===== src/common/alarm_status_regs.vh =====
// register map, field positions and reset values of the alarm status bank
`ifndef ALARM_STATUS_REGS_VH
`define ALARM_STATUS_REGS_VH

// register addresses on the serial control port (16-bit register index)
`define ADDR_IRQ_ENABLE      16'h0079
`define ADDR_FACTORY_LOW     16'h007a
`define ADDR_FACTORY_HIGH    16'h007b
`define ADDR_STICKY_FLAGS    16'h0200
`define ADDR_STICKY_RSVD     16'h0201
`define ADDR_PIN_LEVELS      16'h020c
`define ADDR_GLOBAL_IRQ      16'h020d

// bit positions inside the sticky flag and enable bytes
`define BIT_LOCK_LOSS        6
`define BIT_HOLDOVER         4
`define BIT_SIGNAL_LOSS_IN1  1
`define BIT_SIGNAL_LOSS_IN0  0

// bit position of the summary bit in the global interrupt byte
`define BIT_GLOBAL_IRQ       0

// implemented bits of the sticky flag and enable bytes
`define STICKY_MASK          8'h53

// implemented bits of the pin level byte
`define PIN_LEVEL_MASK       8'h0f

// reset values
`define RST_FACTORY_LOW      8'h27
`define RST_FACTORY_HIGH     8'h14
`define RST_IRQ_ENABLE       8'h00
`define RST_STICKY_FLAGS     8'h00
`define RST_BYTE_ZERO        8'h00

`endif


===== src/rtl/alarm_sticky_status_bank.v =====
// sticky alarm status bank with interrupt summary and pin level byte
`timescale 1ns/1ps
`default_nettype none
`include "alarm_status_regs.vh"

module alarm_sticky_status_bank (
   // clock and reset
   input  wire        clk_sys,
   input  wire        rstn,
   // register access from the serial control port engine
   input  wire [15:0] reg_addr,
   input  wire [7:0]  reg_wdata,
   input  wire        reg_wr,
   input  wire        reg_rd,
   output reg  [7:0]  reg_rdata,
   output reg         reg_rvalid,
   // alarm levels from the monitor logic, other clock domains
   input  wire        lock_loss_alarm,
   input  wire        holdover_alarm,
   input  wire [1:0]  signal_loss_alarm,
   // general purpose pins and their direction setting
   input  wire [3:0]  gpio_pin_in,
   input  wire [3:0]  gpio_is_input,
   // open-drain interrupt pin, enable low while driving
   output reg         irq_out_n,
   output reg         irq_oe_n
);

   // address compare, used by the write decode; the read mux decodes with a case
   function addr_is;
      input [15:0] addr;
      input [15:0] target;
      begin
         addr_is = (addr == target);
      end
   endfunction

   // next value of one sticky flag: a new event beats the clear
   function sticky_next;
      input flag;
      input event_seen;
      input clear_req;
      begin
         sticky_next = event_seen | (flag & ~clear_req);
      end
   endfunction

   // settled copies of the alarm and pin inputs
   wire [7:0]  settled;
   wire        lock_loss_lvl;
   wire        holdover_lvl;
   wire [1:0]  signal_loss_lvl;
   wire [3:0]  pin_lvl;

   // previous alarm levels for rising-edge detection
   reg         lock_loss_prev;
   reg         holdover_prev;
   reg  [1:0]  signal_loss_prev;

   // storage
   reg  [7:0]  factory_setting_low;
   reg  [7:0]  factory_setting_high;
   reg  [7:0]  irq_enable;
   reg         lock_loss_flag;
   reg         holdover_flag;
   reg         signal_loss_flag_in0;
   reg         signal_loss_flag_in1;

   // decoded events and clear requests
   wire        lock_loss_event;
   wire        holdover_event;
   wire [1:0]  signal_loss_event;
   wire        wr_flags;
   wire [7:0]  clear_bits;

   // combinational views
   wire [7:0]  sticky_byte;
   wire [7:0]  pin_byte;
   wire        global_irq;
   reg  [7:0]  next_rdata;

   // alarms and pins cross into the register clock here
   sync_triple #(
      .W (8)
   ) u_sync (
      .clk_sys  (clk_sys),
      .rstn     (rstn),
      .async_in ({gpio_pin_in, signal_loss_alarm,
                  holdover_alarm, lock_loss_alarm}),
      .settled  (settled)
   );

   assign lock_loss_lvl   = settled[0];
   assign holdover_lvl    = settled[1];
   assign signal_loss_lvl = settled[3:2];
   assign pin_lvl         = settled[7:4];

   // remember last settled alarm levels
   always @(posedge clk_sys or negedge rstn) begin
      if (!rstn) begin
         lock_loss_prev   <= 1'b0;
         holdover_prev    <= 1'b0;
         signal_loss_prev <= 2'b00;
      end else begin
         lock_loss_prev   <= lock_loss_lvl;
         holdover_prev    <= holdover_lvl;
         signal_loss_prev <= signal_loss_lvl;
      end
   end

   // an alarm occurrence is the rising edge of its settled level
   assign lock_loss_event   = lock_loss_lvl & ~lock_loss_prev;
   assign holdover_event    = holdover_lvl & ~holdover_prev;
   assign signal_loss_event = signal_loss_lvl & ~signal_loss_prev;

   // write-one clear decode; reserved positions are ignored
   assign wr_flags   = reg_wr & addr_is(reg_addr, `ADDR_STICKY_FLAGS);
   assign clear_bits = wr_flags ? (reg_wdata & `STICKY_MASK)
                                : `RST_BYTE_ZERO;

   // sticky flags: set on event, held, cleared by written one
   always @(posedge clk_sys or negedge rstn) begin
      if (!rstn) begin
         lock_loss_flag       <= 1'b0;
         holdover_flag        <= 1'b0;
         signal_loss_flag_in0 <= 1'b0;
         signal_loss_flag_in1 <= 1'b0;
      end else begin
         lock_loss_flag <= sticky_next(lock_loss_flag,
                                       lock_loss_event,
                                       clear_bits[`BIT_LOCK_LOSS]);
         holdover_flag <= sticky_next(holdover_flag,
                                      holdover_event,
                                      clear_bits[`BIT_HOLDOVER]);
         signal_loss_flag_in0 <= sticky_next(signal_loss_flag_in0,
                                   signal_loss_event[0],
                                   clear_bits[`BIT_SIGNAL_LOSS_IN0]);
         signal_loss_flag_in1 <= sticky_next(signal_loss_flag_in1,
                                   signal_loss_event[1],
                                   clear_bits[`BIT_SIGNAL_LOSS_IN1]);
      end
   end

   // software-writable bytes: factory settings and interrupt enables
   always @(posedge clk_sys or negedge rstn) begin
      if (!rstn) begin
         factory_setting_low  <= `RST_FACTORY_LOW;
         factory_setting_high <= `RST_FACTORY_HIGH;
         irq_enable           <= `RST_IRQ_ENABLE;
      end else if (reg_wr) begin
         if (addr_is(reg_addr, `ADDR_FACTORY_LOW)) begin
            factory_setting_low <= reg_wdata;
         end
         if (addr_is(reg_addr, `ADDR_FACTORY_HIGH)) begin
            factory_setting_high <= reg_wdata;
         end
         if (addr_is(reg_addr, `ADDR_IRQ_ENABLE)) begin
            irq_enable <= reg_wdata & `STICKY_MASK;
         end
      end
   end

   // sticky flags placed at their byte positions
   assign sticky_byte = {1'b0, lock_loss_flag, 1'b0, holdover_flag,
                         2'b00, signal_loss_flag_in1,
                         signal_loss_flag_in0};

   // only pins set as inputs show a level; others read zero
   assign pin_byte = {4'h0, pin_lvl & gpio_is_input};

   // any enabled flag raises the summary
   assign global_irq = |(sticky_byte & irq_enable);

   // read data mux; reserved and unmapped bytes read zero
   always @* begin
      next_rdata = `RST_BYTE_ZERO;
      case (reg_addr)
         `ADDR_IRQ_ENABLE: begin
            next_rdata = irq_enable;
         end
         `ADDR_FACTORY_LOW: begin
            next_rdata = factory_setting_low;
         end
         `ADDR_FACTORY_HIGH: begin
            next_rdata = factory_setting_high;
         end
         `ADDR_STICKY_FLAGS: begin
            next_rdata = sticky_byte;
         end
         `ADDR_PIN_LEVELS: begin
            next_rdata = pin_byte;
         end
         `ADDR_GLOBAL_IRQ: begin
            next_rdata = {7'h00, global_irq};
         end
         default: begin
            next_rdata = `RST_BYTE_ZERO;
         end
      endcase
   end

   // read answer one cycle after the read strobe
   always @(posedge clk_sys or negedge rstn) begin
      if (!rstn) begin
         reg_rdata  <= `RST_BYTE_ZERO;
         reg_rvalid <= 1'b0;
      end else begin
         reg_rvalid <= reg_rd;
         if (reg_rd) begin
            reg_rdata <= next_rdata;
         end
      end
   end

   // interrupt pin pulled low while the summary is set
   always @(posedge clk_sys or negedge rstn) begin
      if (!rstn) begin
         irq_out_n <= 1'b1;
         irq_oe_n  <= 1'b1;
      end else begin
         irq_out_n <= ~global_irq;
         irq_oe_n  <= ~global_irq;
      end
   end

endmodule

`default_nettype wire


===== src/rtl/sync_triple.v =====
// three-stage input synchroniser with agreement filter on rising changes
`timescale 1ns/1ps
`default_nettype none

module sync_triple #(
   parameter W = 8
) (
   // clock and reset
   input  wire         clk_sys,
   input  wire         rstn,
   // asynchronous input and its settled copy
   input  wire [W-1:0] async_in,
   output reg  [W-1:0] settled
);

   reg [W-1:0] stage_a;
   reg [W-1:0] stage_b;
   reg [W-1:0] stage_c;

   // stage_a feeds only stage_b; a rise counts once b and c agree, a fall as soon as they differ
   always @(posedge clk_sys or negedge rstn) begin
      if (!rstn) begin
         stage_a <= {W{1'b0}};
         stage_b <= {W{1'b0}};
         stage_c <= {W{1'b0}};
         settled <= {W{1'b0}};
      end else begin
         stage_a <= async_in;
         stage_b <= stage_a;
         stage_c <= stage_b;
         settled <= (settled & ~(stage_b ^ stage_c)) |
                    (stage_b & ~(stage_b ^ stage_c));
      end
   end

endmodule

`default_nettype wire


===== config.mk =====
export PLATFORM = sky130hd
export DESIGN_NAME = alarm_sticky_status_bank
export DESIGN_NICKNAME = d
export VERILOG_FILES = /design/src/rtl/alarm_sticky_status_bank.v /design/src/rtl/sync_triple.v
export VERILOG_INCLUDE_DIRS = /design/src /design/src/common
export SDC_FILE = /design/constraint.sdc
export NUM_CORES = 1
export LEC_CHECK = 0
export ABC_CLOCK_PERIOD_IN_PS = 3700
export BUFFER_PORTS_ARGS = -buffer_cell sky130_fd_sc_hd__buf_4
export CORE_MARGIN = 2
export CORE_UTILIZATION = 44
export DETAILED_ROUTE_END_ITERATION = 8
export PLACE_DENSITY_LB_ADDON = 0.12
export SYNTH_ARGS = -nofsm -noshare
export SYNTH_HDL_FRONTEND = slang
export SYNTH_HIERARCHICAL = 1
export SYNTH_SLANG_ARGS = --single-unit

===== constraint.sdc =====
create_clock -name clk_sys -period 3.7 [get_ports clk_sys]
set_clock_uncertainty 0.15 [all_clocks]
set_input_delay 0.185 -clock clk_sys [delete_from_list [all_inputs] [get_ports clk_sys]]
set_output_delay 0.185 -clock clk_sys [all_outputs]
set_load 0.005 [all_outputs]

==> results of run 1 <==
-- metrics by stage --
stage               hold WS (ns)  cells  instance area [sq um]  utilization
global route               0.168    360                   3640        0.608
floorplan                 -0.261    203                   2770            -
global placement           0.144    324                   3230        0.539
detailed placement         0.146    324                   3230        0.539
finish                     0.167    360                   3640        0.608
CTS                        0.137    360                   3640        0.608
-- cells in the mapped netlist (all sizes together), types with 6 or more instances --
cell type / n / area [sq um]
a21o: 8 / 60.1
a22o: 7 / 61.3
dfrtp: 63 / 1580
dfstp: 7 / 184
ha: 8 / 100
inv: 18 / 67.6
mux2: 20 / 244
nand2: 11 / 41.3
nor2: 8 / 37.5
o22ai: 6 / 37.5
-- power groups by stage --
stage | Clock [mW] | Sequential [mW] | Combinational, mW
after floorplan | 0 | 0.820 | 0.0320
after global placement | 0 | 0.823 | 0.0925
after global routing | 0.692 | 0.813 | 0.124
after detailed placement | 0 | 0.824 | 0.0933
final | 0.631 | 0.809 | 0.109
after CTS | 0.655 | 0.810 | 0.111
-- worst max-delay path, cell delays in order --
cell and delay (ns):
buf_4 0.10, or4_1 0.62, or4_4 0.61, nor2_4 0.16
nand3_4 0.17, mux2_4 0.33
-- layout make-up --
class	instances	area (sq um)	area share
clock buffers	11	151	0.0416
flip-flops and latches	70	1760	0.484
well taps	75	93.8	0.0258
inverters	18	67.6	0.0186
multi-input cells	109	918	0.252
clock inverters	5	57.6	0.0158
repair buffers	72	591	0.162
-- flip-flops by register name (all words and copies together), names as in the netlist, 2 cells and up --
register / flops
factory_setting_high: 8
factory_setting_low: 8
reg_rdata: 8
u_sync/settled: 8
u_sync/stage_a: 8
u_sync/stage_b: 8
u_sync/stage_c: 8
irq_enable: 4
signal_loss_prev: 2
-- per-layer routing --
layer	share of wire	up-vias	wire length (um)
li1	-	891	-
met1	0.45	884	2400
met2	0.48	41	2520
met4	0.024	0	129
met5	0	-	0
met3	0.047	12	247
-- worst paths after layout --
path | start | depth (start not counted) | to
worst max-delay path | reg_addr[13] | 6 | factory_setting_high[1]$_DFFE_PN0P_
worst min-delay path | reg_addr[0] | 4 | reg_rdata[3]$_DFFE_PN0P_
worst max register to register | holdover_flag$_DFF_PN0_ | 5 | reg_rdata[0]$_DFFE_PN0P_
worst min register to register | u_sync/stage_a[5]$_DFF_PN0_ | 0 | u_sync/stage_b[5]$_DFF_PN0_
max in group asynchronous | rstn | 2 | u_sync/stage_a[3]$_DFF_PN0_
min in group asynchronous | rstn | 2 | u_sync/settled[7]$_DFF_PN0_
-- what timing repair did --
action,4_1_cts,5_1_grt
setup endpoints to repair,0,0
hold buffers,20,0
hold endpoints to repair,103,0
-- kinds of logic after synthesis --
kind of cell    after synthesis  synth area share
fa+ha+maj                     8            0.0361
flops                        70             0.635
compound gates               37             0.103
mux                          20            0.0880
simple gates                 44             0.104
buf+inv                      24            0.0343
==> results.py, run 1 <==
metrics = {
    "placement": {
        "place_ws_ns": 1.24,
        "globalplace.congestion": 0.876,
        "portBuffers": 50,
        "dpl.hpwl_um": 3600,
    },
    "die": {
        "die_w_um": 83.4,
        "die_h_um": 83.4,
        "die_area_sq_um": 6960,
        "std_cell_rows": 28,
        "core_sq_um": 5990,
        "io_pins": 51,
        "start_util": 0.463,
    },
    "setup_path": {
        "endpoint_kind": "flip-flop",
        "critPathKind": "in2reg",
        "reg2reg_slack_ns": 2.06,
        "worstSetupStartpointType": "input pin",
        "arrival_ns": 2.17,
        "worst-endpoint-required_ns": 3.78,
        "critical_path.max_fanout": 8,
    },
    "global_routing": {
        "antenna_found_initial": 0,
        "grt_pass1_vias": 1900,
        "track_usage": 0.172,
        "grt_util_met2": 0.256,
        "grt_util_met1": 0.227,
        "top_usage_layer": "met2",
        "grt_max_degree": 71,
        "grt_use_met3": 0.0497,
        "grt_pass1_wl_um": 9260,
        "overflow": 0,
    },
    "clock_tree": {
        "cts_tree": "built",
        "cts.repair.resized": 0,
        "cts-root-buf": "clkbuf_8",
        "postCtsSetupBuffers": 0,
        "htree_levels": 3,
        "clock_path_buffers": 2,
        "clock_sinks": 70,
        "clk_pin_slew_ns": 0.07,
        "cts_made_buffers": 9,
        "clock_latency_ns": 0.35,
    },
    "routing": {
        "finalWirelength_um": 5300,
        "vias": 1828,
        "ant_nets": 0,
        "viasPerCell": 5.08,
        "drcViolationCount": 0,
        "firstDrtPassIters": 4,
        "wl_per_cell_um": 14.7,
        "drt_iter0_drc": 69,
    },
    "timing": {
        "slew_viol_final": 0,
        "finalCriticalPeriod_ns": 2.10,
        "worstMarginPinSlew_ns": 0.852,
        "rsz0062_at_grt": "no",
        "setup-tns-final_ns": 0,
        "fmax_mhz": 477,
        "slew-limit-headroom": 0.432,
        "setup-violations-final": 0,
        "finalCritPeriodShare": 0.567,
        "hold_violations": 0,
        "layout_setup_ws_ns": 1.60,
    },
    "power": {
        "switching_power_mw": 0.345,
        "internal-power_mw": 1.20,
        "power_mw": 1.55,
        "leakagePower_nw": 1.76,
        "cellPowerDensity_nw_per_um2": 425,
        "ir_drop_v": 0.000332,
        "sequentialPowerShare": 0.523,
        "p_clk_frac": 0.407,
        "switching_share": 0.223,
        "pwr-share-comb": 0.070,
    },
    "synth": {
        "postSynth.asyncResetShare": 1.00,
        "yosysSeqAreaShare": 0.635,
        "netlist-cell-type-count": 36,
        "synth_ff_type": "dfrtp_1",
        "syn_nets": 251,
        "syn_inst": 203,
        "ys_seq_elements": 70,
        "syn_area_sq_um": 2770,
        "synth-warning-count": 6,
        "synth-edff-count": 0,
        "avgSynthCellArea_sq_um": 13.7,
    },
    "cells_and_area": {
        "mostFrequentLayoutCell": "dfrtp_1",
        "drive_above_1_share": 0.354,
        "mostFrequentLayoutCells": "dfrtp_1 (63), buf_4 (52), dlygate4sd3_1 (20)",
        "fillerInstances": 476,
        "layout-area-overhead-vs-synth_pct": 31.2,
        "antenna_cells": 0,
        "final_net_count": 328,
    },
    "run_status": {
        "status": "complete, no violations",
    },
    "min_path": {
        "min_path_type": "in2reg",
    },
    "flow_run": {
        "max-cap-violations": 0,
    },
}
No activity file was read; power rests on OpenSTA's default activity.
==> run 2: changes to the inputs <==
--- a/config.mk
+++ b/config.mk
@@ -6,7 +6,7 @@
 export SDC_FILE = /design/constraint.sdc
 export NUM_CORES = 1
 export LEC_CHECK = 0
-export ABC_CLOCK_PERIOD_IN_PS = 3700
+export ABC_CLOCK_PERIOD_IN_PS = 1900
 export BUFFER_PORTS_ARGS = -buffer_cell sky130_fd_sc_hd__buf_4
 export CORE_MARGIN = 2
 export CORE_UTILIZATION = 44
==> constraint.sdc (replaced) <==
create_clock -name clk_sys -period 1.9 [get_ports clk_sys]
set_clock_uncertainty 0.15 [all_clocks]
set_input_delay 0.095 -clock clk_sys [delete_from_list [all_inputs] [get_ports clk_sys]]
set_output_delay 0.095 -clock clk_sys [all_outputs]
set_load 0.005 [all_outputs]
==> run 2 against run 1 <==
The run now ends with setup timing left; combinational power up 110%; cell count up 2.8%; worst setup slack worse by 1.6 ns; register-to-register slack worse by 1.9 ns; wire length up 1.4%; critical path type unchanged; critical endpoint is now factory_setting_low[6]$_DFFE_PN0P_.
==> results.py, run 2 (synthesis gave the netlist of run 1 again) <==
metrics = {
    "cells_and_area": {
        "mostFrequentLayoutCell": "dfrtp_1",
        "layout-area-overhead-vs-synth_pct": 35.7,
        "antenna_cells": 0,
        "drive_above_1_share": 0.407,
        "mostFrequentLayoutCells": "dfrtp_1 (63), buf_4 (59), dlygate4sd3_1 (20)",
        "final_net_count": 338,
    },
    "timing": {
        "worstMarginPinSlew_ns": 0.424,
        "hold_violations": 0,
        "setup-violations-final": 1,
        "slew-limit-headroom": 0.717,
        "fmax_mhz": 522,
        "finalCriticalPeriod_ns": 1.92,
        "setup-tns-final_ns": -0.0154,
        "rsz0062_at_grt": "yes",
        "slew_viol_final": 0,
        "finalCritPeriodShare": 1.01,
        "layout_setup_ws_ns": -0.0154,
    },
    "power": {
        "cellPowerDensity_nw_per_um2": 794,
        "ir_drop_v": 0.000550,
        "leakagePower_nw": 1.81,
    },
    "clock_tree": {
        "htree_levels": 3,
        "clock_path_buffers": 2,
        "cts-root-buf": "clkbuf_8",
        "clock_latency_ns": 0.33,
        "postCtsSetupBuffers": 0,
        "clock_sinks": 70,
        "clk_pin_slew_ns": 0.08,
        "cts_made_buffers": 9,
        "cts_tree": "built",
    },
    "placement": {
        "place_ws_ns": -0.373,
        "dpl.hpwl_um": 3710,
        "globalplace.congestion": 0.867,
        "portBuffers": 50,
    },
    "routing": {
        "firstDrtPassIters": 4,
        "finalWirelength_um": 5370,
        "vias": 1900,
        "ant_nets": 0,
        "drcViolationCount": 0,
        "viasPerCell": 5.14,
        "drt_iter0_drc": 70,
        "wl_per_cell_um": 14.5,
    },
    "setup_path": {
        "reg2reg_slack_ns": 0.21,
        "worst-endpoint-required_ns": 1.97,
        "critPathKind": "in2reg",
        "endpoint_kind": "flip-flop",
        "arrival_ns": 1.99,
        "critical_path.max_fanout": 8,
        "worstSetupStartpointType": "input pin",
    },
    "global_routing": {
        "grt_pass1_wl_um": 9340,
        "antenna_found_initial": 0,
        "track_usage": 0.171,
        "grt_max_degree": 49,
        "grt_pass1_vias": 2029,
        "overflow": 0,
    },
    "die": {
        "core_sq_um": 5990,
        "die_area_sq_um": 6960,
        "io_pins": 51,
        "std_cell_rows": 28,
        "die_w_um": 83.4,
        "start_util": 0.463,
        "die_h_um": 83.4,
    },
    "min_path": {
        "min_path_type": "in2async",
    },
    "flow_run": {
        "max-cap-violations": 0,
    },
    "run_status": {
        "violations": "setup timing",
        "status": "finished with violations",
    },
}
[run 2: cell types whose count changed in the layout (fill, tap and decap cells not counted), moves of 2 or more]
cell and change:
clkbuf_8 -2, or4_4 +2, buf_6 +2, buf_4 +7, nor2_2 +2, clkinvlp_4 +2, nor2_1 -2, nor4_1 -2
nor4_2 +2, or4_1 -2
[run 2: worst max-delay path: stages]
cell and delay (ns):
buf_6 0.09, or4_4 0.53, or4_4 0.57, nor2_4 0.19, nand3b_4 0.18, mux2_4 0.33
[run 2: through the flow]
stage / std cells / total power, mW / hold WS (ns) / cell area [sq um] / utilization
final: 370 / 2.99 / 0.0423 / 3760 / 0.628
after global routing: 370 / 3.12 / 0.0642 / 3760 / 0.628
after CTS: 370 / 3.03 / 0.0324 / 3740 / 0.624
after detailed placement: 334 / 1.80 / -0.141 / 3340 / 0.557
after global placement: 334 / 1.79 / -0.142 / 3340 / 0.557
after floorplan: 203 / 1.66 / -0.351 / 2800 / -
[run 2: final timing paths]
kind / startpoint / endpoint / depth (start not counted)
worst max-delay path: reg_addr[10] / factory_setting_low[6]$_DFFE_PN0P_ / 6
worst min-delay path: rstn / reg_rvalid$_DFF_PN0_ / 2
worst max register to register: irq_enable[4]$_DFFE_PN0P_ / reg_rdata[0]$_DFFE_PN0P_ / 5
worst min register to register: u_sync/stage_a[6]$_DFF_PN0_ / u_sync/stage_b[6]$_DFF_PN0_ / 0
max in group asynchronous: rstn / factory_setting_low[0]$_DFFE_PN1P_ / 3
min in group clk_sys: reg_addr[0] / reg_rdata[2]$_DFFE_PN0P_ / 4
[run 2: report_power, final]
group,internal (mW),switching (mW)
Combinational,0.127,0.0978
Clock,0.608,0.579
Sequential,1.55,0.0274
Total,2.28,0.704
[run 2: what timing repair did]
action / CTS / global route
gates resized for setup: 1 / 7
endpoints found under the setup margin: 2 / 27
hold buffers: 20 / 0
pin swaps: 0 / 4
endpoints found under the hold margin: 105 / 0
[run 2: layer usage]
metal | GRT usage | up-vias | wire [um]
met4 | 0.0954 | 0 | 79
met2 | 0.274 | 41 | 2640
met1 | 0.219 | 950 | 2460
met5 | 0 | - | 0
li1 | - | 901 | -
met3 | 0.0298 | 8 | 194
[run 2: cell type report]
class | count | area, sq um
Timing Repair Buffer | 82 | 686
Fill cell | 484 | 2230
Multi-Input combinational cell | 109 | 960
Inverter | 18 | 67.6
Clock buffer | 9 | 124
Clock inverter | 7 | 72.6
Tap cell | 75 | 93.8
Sequential cell | 70 | 1760
==> run 3: changes to the inputs <==
--- a/config.mk
+++ b/config.mk
@@ -12,6 +12,7 @@
 export CORE_UTILIZATION = 44
 export DETAILED_ROUTE_END_ITERATION = 8
 export PLACE_DENSITY_LB_ADDON = 0.12
+export SKIP_CTS_REPAIR_TIMING = 1
 export SYNTH_ARGS = -nofsm -noshare
 export SYNTH_HDL_FRONTEND = slang
 export SYNTH_HIERARCHICAL = 1
==> run 3 against run 2 <==
The flow still finishes with violations (setup timing); first-iteration DRC count decreased by 5.7%; critical path depth unchanged; hold slack barely moved; clock power about the same; cell count did not move; global-route usage shrank 0.55 points; flip-flop and latch count is the same; die area stayed put; cell area stayed put; sequential power about the same; wire length up 0.11%; register-to-register slack about the same; largest cell class unchanged; highest routed layer unchanged.
==> results.py, run 3 (synthesis gave the netlist of run 1 again) <==
metrics = {
    "timing": {
        "fmax_mhz": 522,
        "hold_violations": 0,
        "finalCritPeriodShare": 1.01,
        "finalCriticalPeriod_ns": 1.92,
        "layout_setup_ws_ns": -0.0156,
        "worstMarginPinSlew_ns": 0.424,
        "setup-violations-final": 1,
        "setup-tns-final_ns": -0.0156,
        "rsz0062_at_grt": "yes",
        "slew_viol_final": 0,
        "slew-limit-headroom": 0.717,
    },
    "flow_run": {
        "max-cap-violations": 0,
    },
    "power": {
        "sequentialPowerShare": 0.528,
        "pwr-share-comb": 0.075,
        "p_clk_frac": 0.397,
        "cellPowerDensity_nw_per_um2": 793,
        "internal-power_mw": 2.28,
        "switching_share": 0.235,
        "leakagePower_nw": 1.81,
        "power_mw": 2.99,
        "switching_power_mw": 0.702,
        "ir_drop_v": 0.000550,
    },
    "clock_tree": {
        "htree_levels": 3,
        "cts_made_buffers": 9,
        "clock_latency_ns": 0.34,
        "clock_path_buffers": 2,
        "cts_tree": "built",
        "clk_pin_slew_ns": 0.08,
        "clock_sinks": 70,
        "cts-root-buf": "clkbuf_8",
    },
    "routing": {
        "drt_iter0_drc": 66,
        "viasPerCell": 5.09,
        "firstDrtPassIters": 4,
        "wl_per_cell_um": 14.5,
        "vias": 1885,
        "ant_nets": 0,
        "finalWirelength_um": 5380,
        "drcViolationCount": 0,
    },
    "die": {
        "start_util": 0.463,
        "die_w_um": 83.4,
        "std_cell_rows": 28,
        "die_area_sq_um": 6960,
        "core_sq_um": 5990,
        "die_h_um": 83.4,
        "io_pins": 51,
    },
    "cells_and_area": {
        "layout-area-overhead-vs-synth_pct": 35.7,
        "seqCellArea_sq_um": 1760,
        "multi_input_area_sq_um": 960,
        "drive_above_1_share": 0.400,
        "final_net_count": 338,
        "fin_area_sq_um": 3760,
        "fillerInstances": 480,
        "mostFrequentLayoutCell": "dfrtp_1",
        "antenna_cells": 0,
        "mostFrequentLayoutCells": "dfrtp_1 (63), buf_4 (59), dlygate4sd3_1 (20)",
    },
    "placement": {
        "place_area_sq_um": 3340,
        "place_ws_ns": -0.373,
        "dpl.hpwl_um": 3710,
        "globalplace.congestion": 0.867,
        "portBuffers": 50,
    },
    "setup_path": {
        "cp_common_cell": "or4_4",
        "cp_cell_sequence": "buf_6 > or4_4 > or4_4 > nor2_4 > nand3b_4 > mux2_4",
        "reg2reg_slack_ns": 0.21,
        "arrival_ns": 1.99,
        "cp_slowest_cell": "or4_4",
        "rr_endpoint": "reg_rdata[0]$_DFFE_PN0P_",
        "critPathKind": "in2reg",
        "slowest_delay_ns": 0.57,
        "endpoint_kind": "flip-flop",
        "cp_top_family": "simple AND/OR/NAND/NOR gates",
        "worstSetupStartpointType": "input pin",
        "r2r-start": "irq_enable[4]$_DFFE_PN0P_",
        "crit_buf_inv": 1,
        "rr_worst_depth": 5,
        "worst-endpoint-required_ns": 1.98,
        "critical_path.max_fanout": 8,
    },
    "global_routing": {
        "grt_max_degree": 49,
        "antenna_found_initial": 0,
        "grt_pass1_wl_um": 8960,
        "track_usage": 0.165,
        "overflow": 0,
        "grt_pass1_vias": 1891,
    },
    "run_status": {
        "status": "finished with violations",
        "violations": "setup timing",
    },
    "min_path": {
        "min_path_type": "in2async",
    },
}
## run 3: per-stage QoR
step | util | cells | hold WS, ns
6_report | 0.628 | 370 | 0.0422
5_1_grt | 0.628 | 370 | 0.0642
3_5_place_dp | 0.557 | 334 | -0.141
3_3_place_gp | 0.557 | 334 | -0.142
4_1_cts | 0.590 | 350 | -0.515
2_1_floorplan | - | 203 | -0.351
## run 3: layout make-up
cell class              count  area share
flip-flops and latches     70       0.468
multi-input cells         109       0.255
repair buffers             82       0.182
clock buffers               9      0.0329
well taps                  75      0.0249
clock inverters             7      0.0193
inverters                  18      0.0180
## run 3: per-layer routing
metal  routed length [um]  global-route usage  part of all wire
met3                  161              0.0348             0.030
met4                   67              0.0894             0.012
met5                    0                   0                 0
met2                 2650               0.258              0.49
met1                 2490               0.216              0.46
## run 3: power by group through the flow
stage               clock network (mW)  registers (mW)  logic [mW]
floorplan                            0            1.60      0.0645
global placement                     0            1.60       0.189
detailed placement                   0            1.61       0.192
CTS                               1.22            1.58       0.193
global route                      1.28            1.58       0.254
finish                            1.19            1.58       0.225
## run 3: worst max path at each step
stage	startpoint	end	slack, ns	cells after the start
6_report	reg_addr[10]	factory_setting_low[6]$_DFFE_PN0P_	-0.02	6
5_1_grt	reg_addr[10]	factory_setting_low[6]$_DFFE_PN0P_	-0.05	6
4_1_cts	reg_addr[7]	reg_rdata[3]$_DFFE_PN0P_	-0.009	7
3_5_place_dp	reg_addr[7]	reg_rdata[2]$_DFFE_PN0P_	-0.37	7
3_3_place_gp	reg_addr[13]	factory_setting_high[1]$_DFFE_PN0P_	-0.34	6
2_1_floorplan	reg_addr[13]	factory_setting_high[0]$_DFFE_PN0P_	-0.29	6
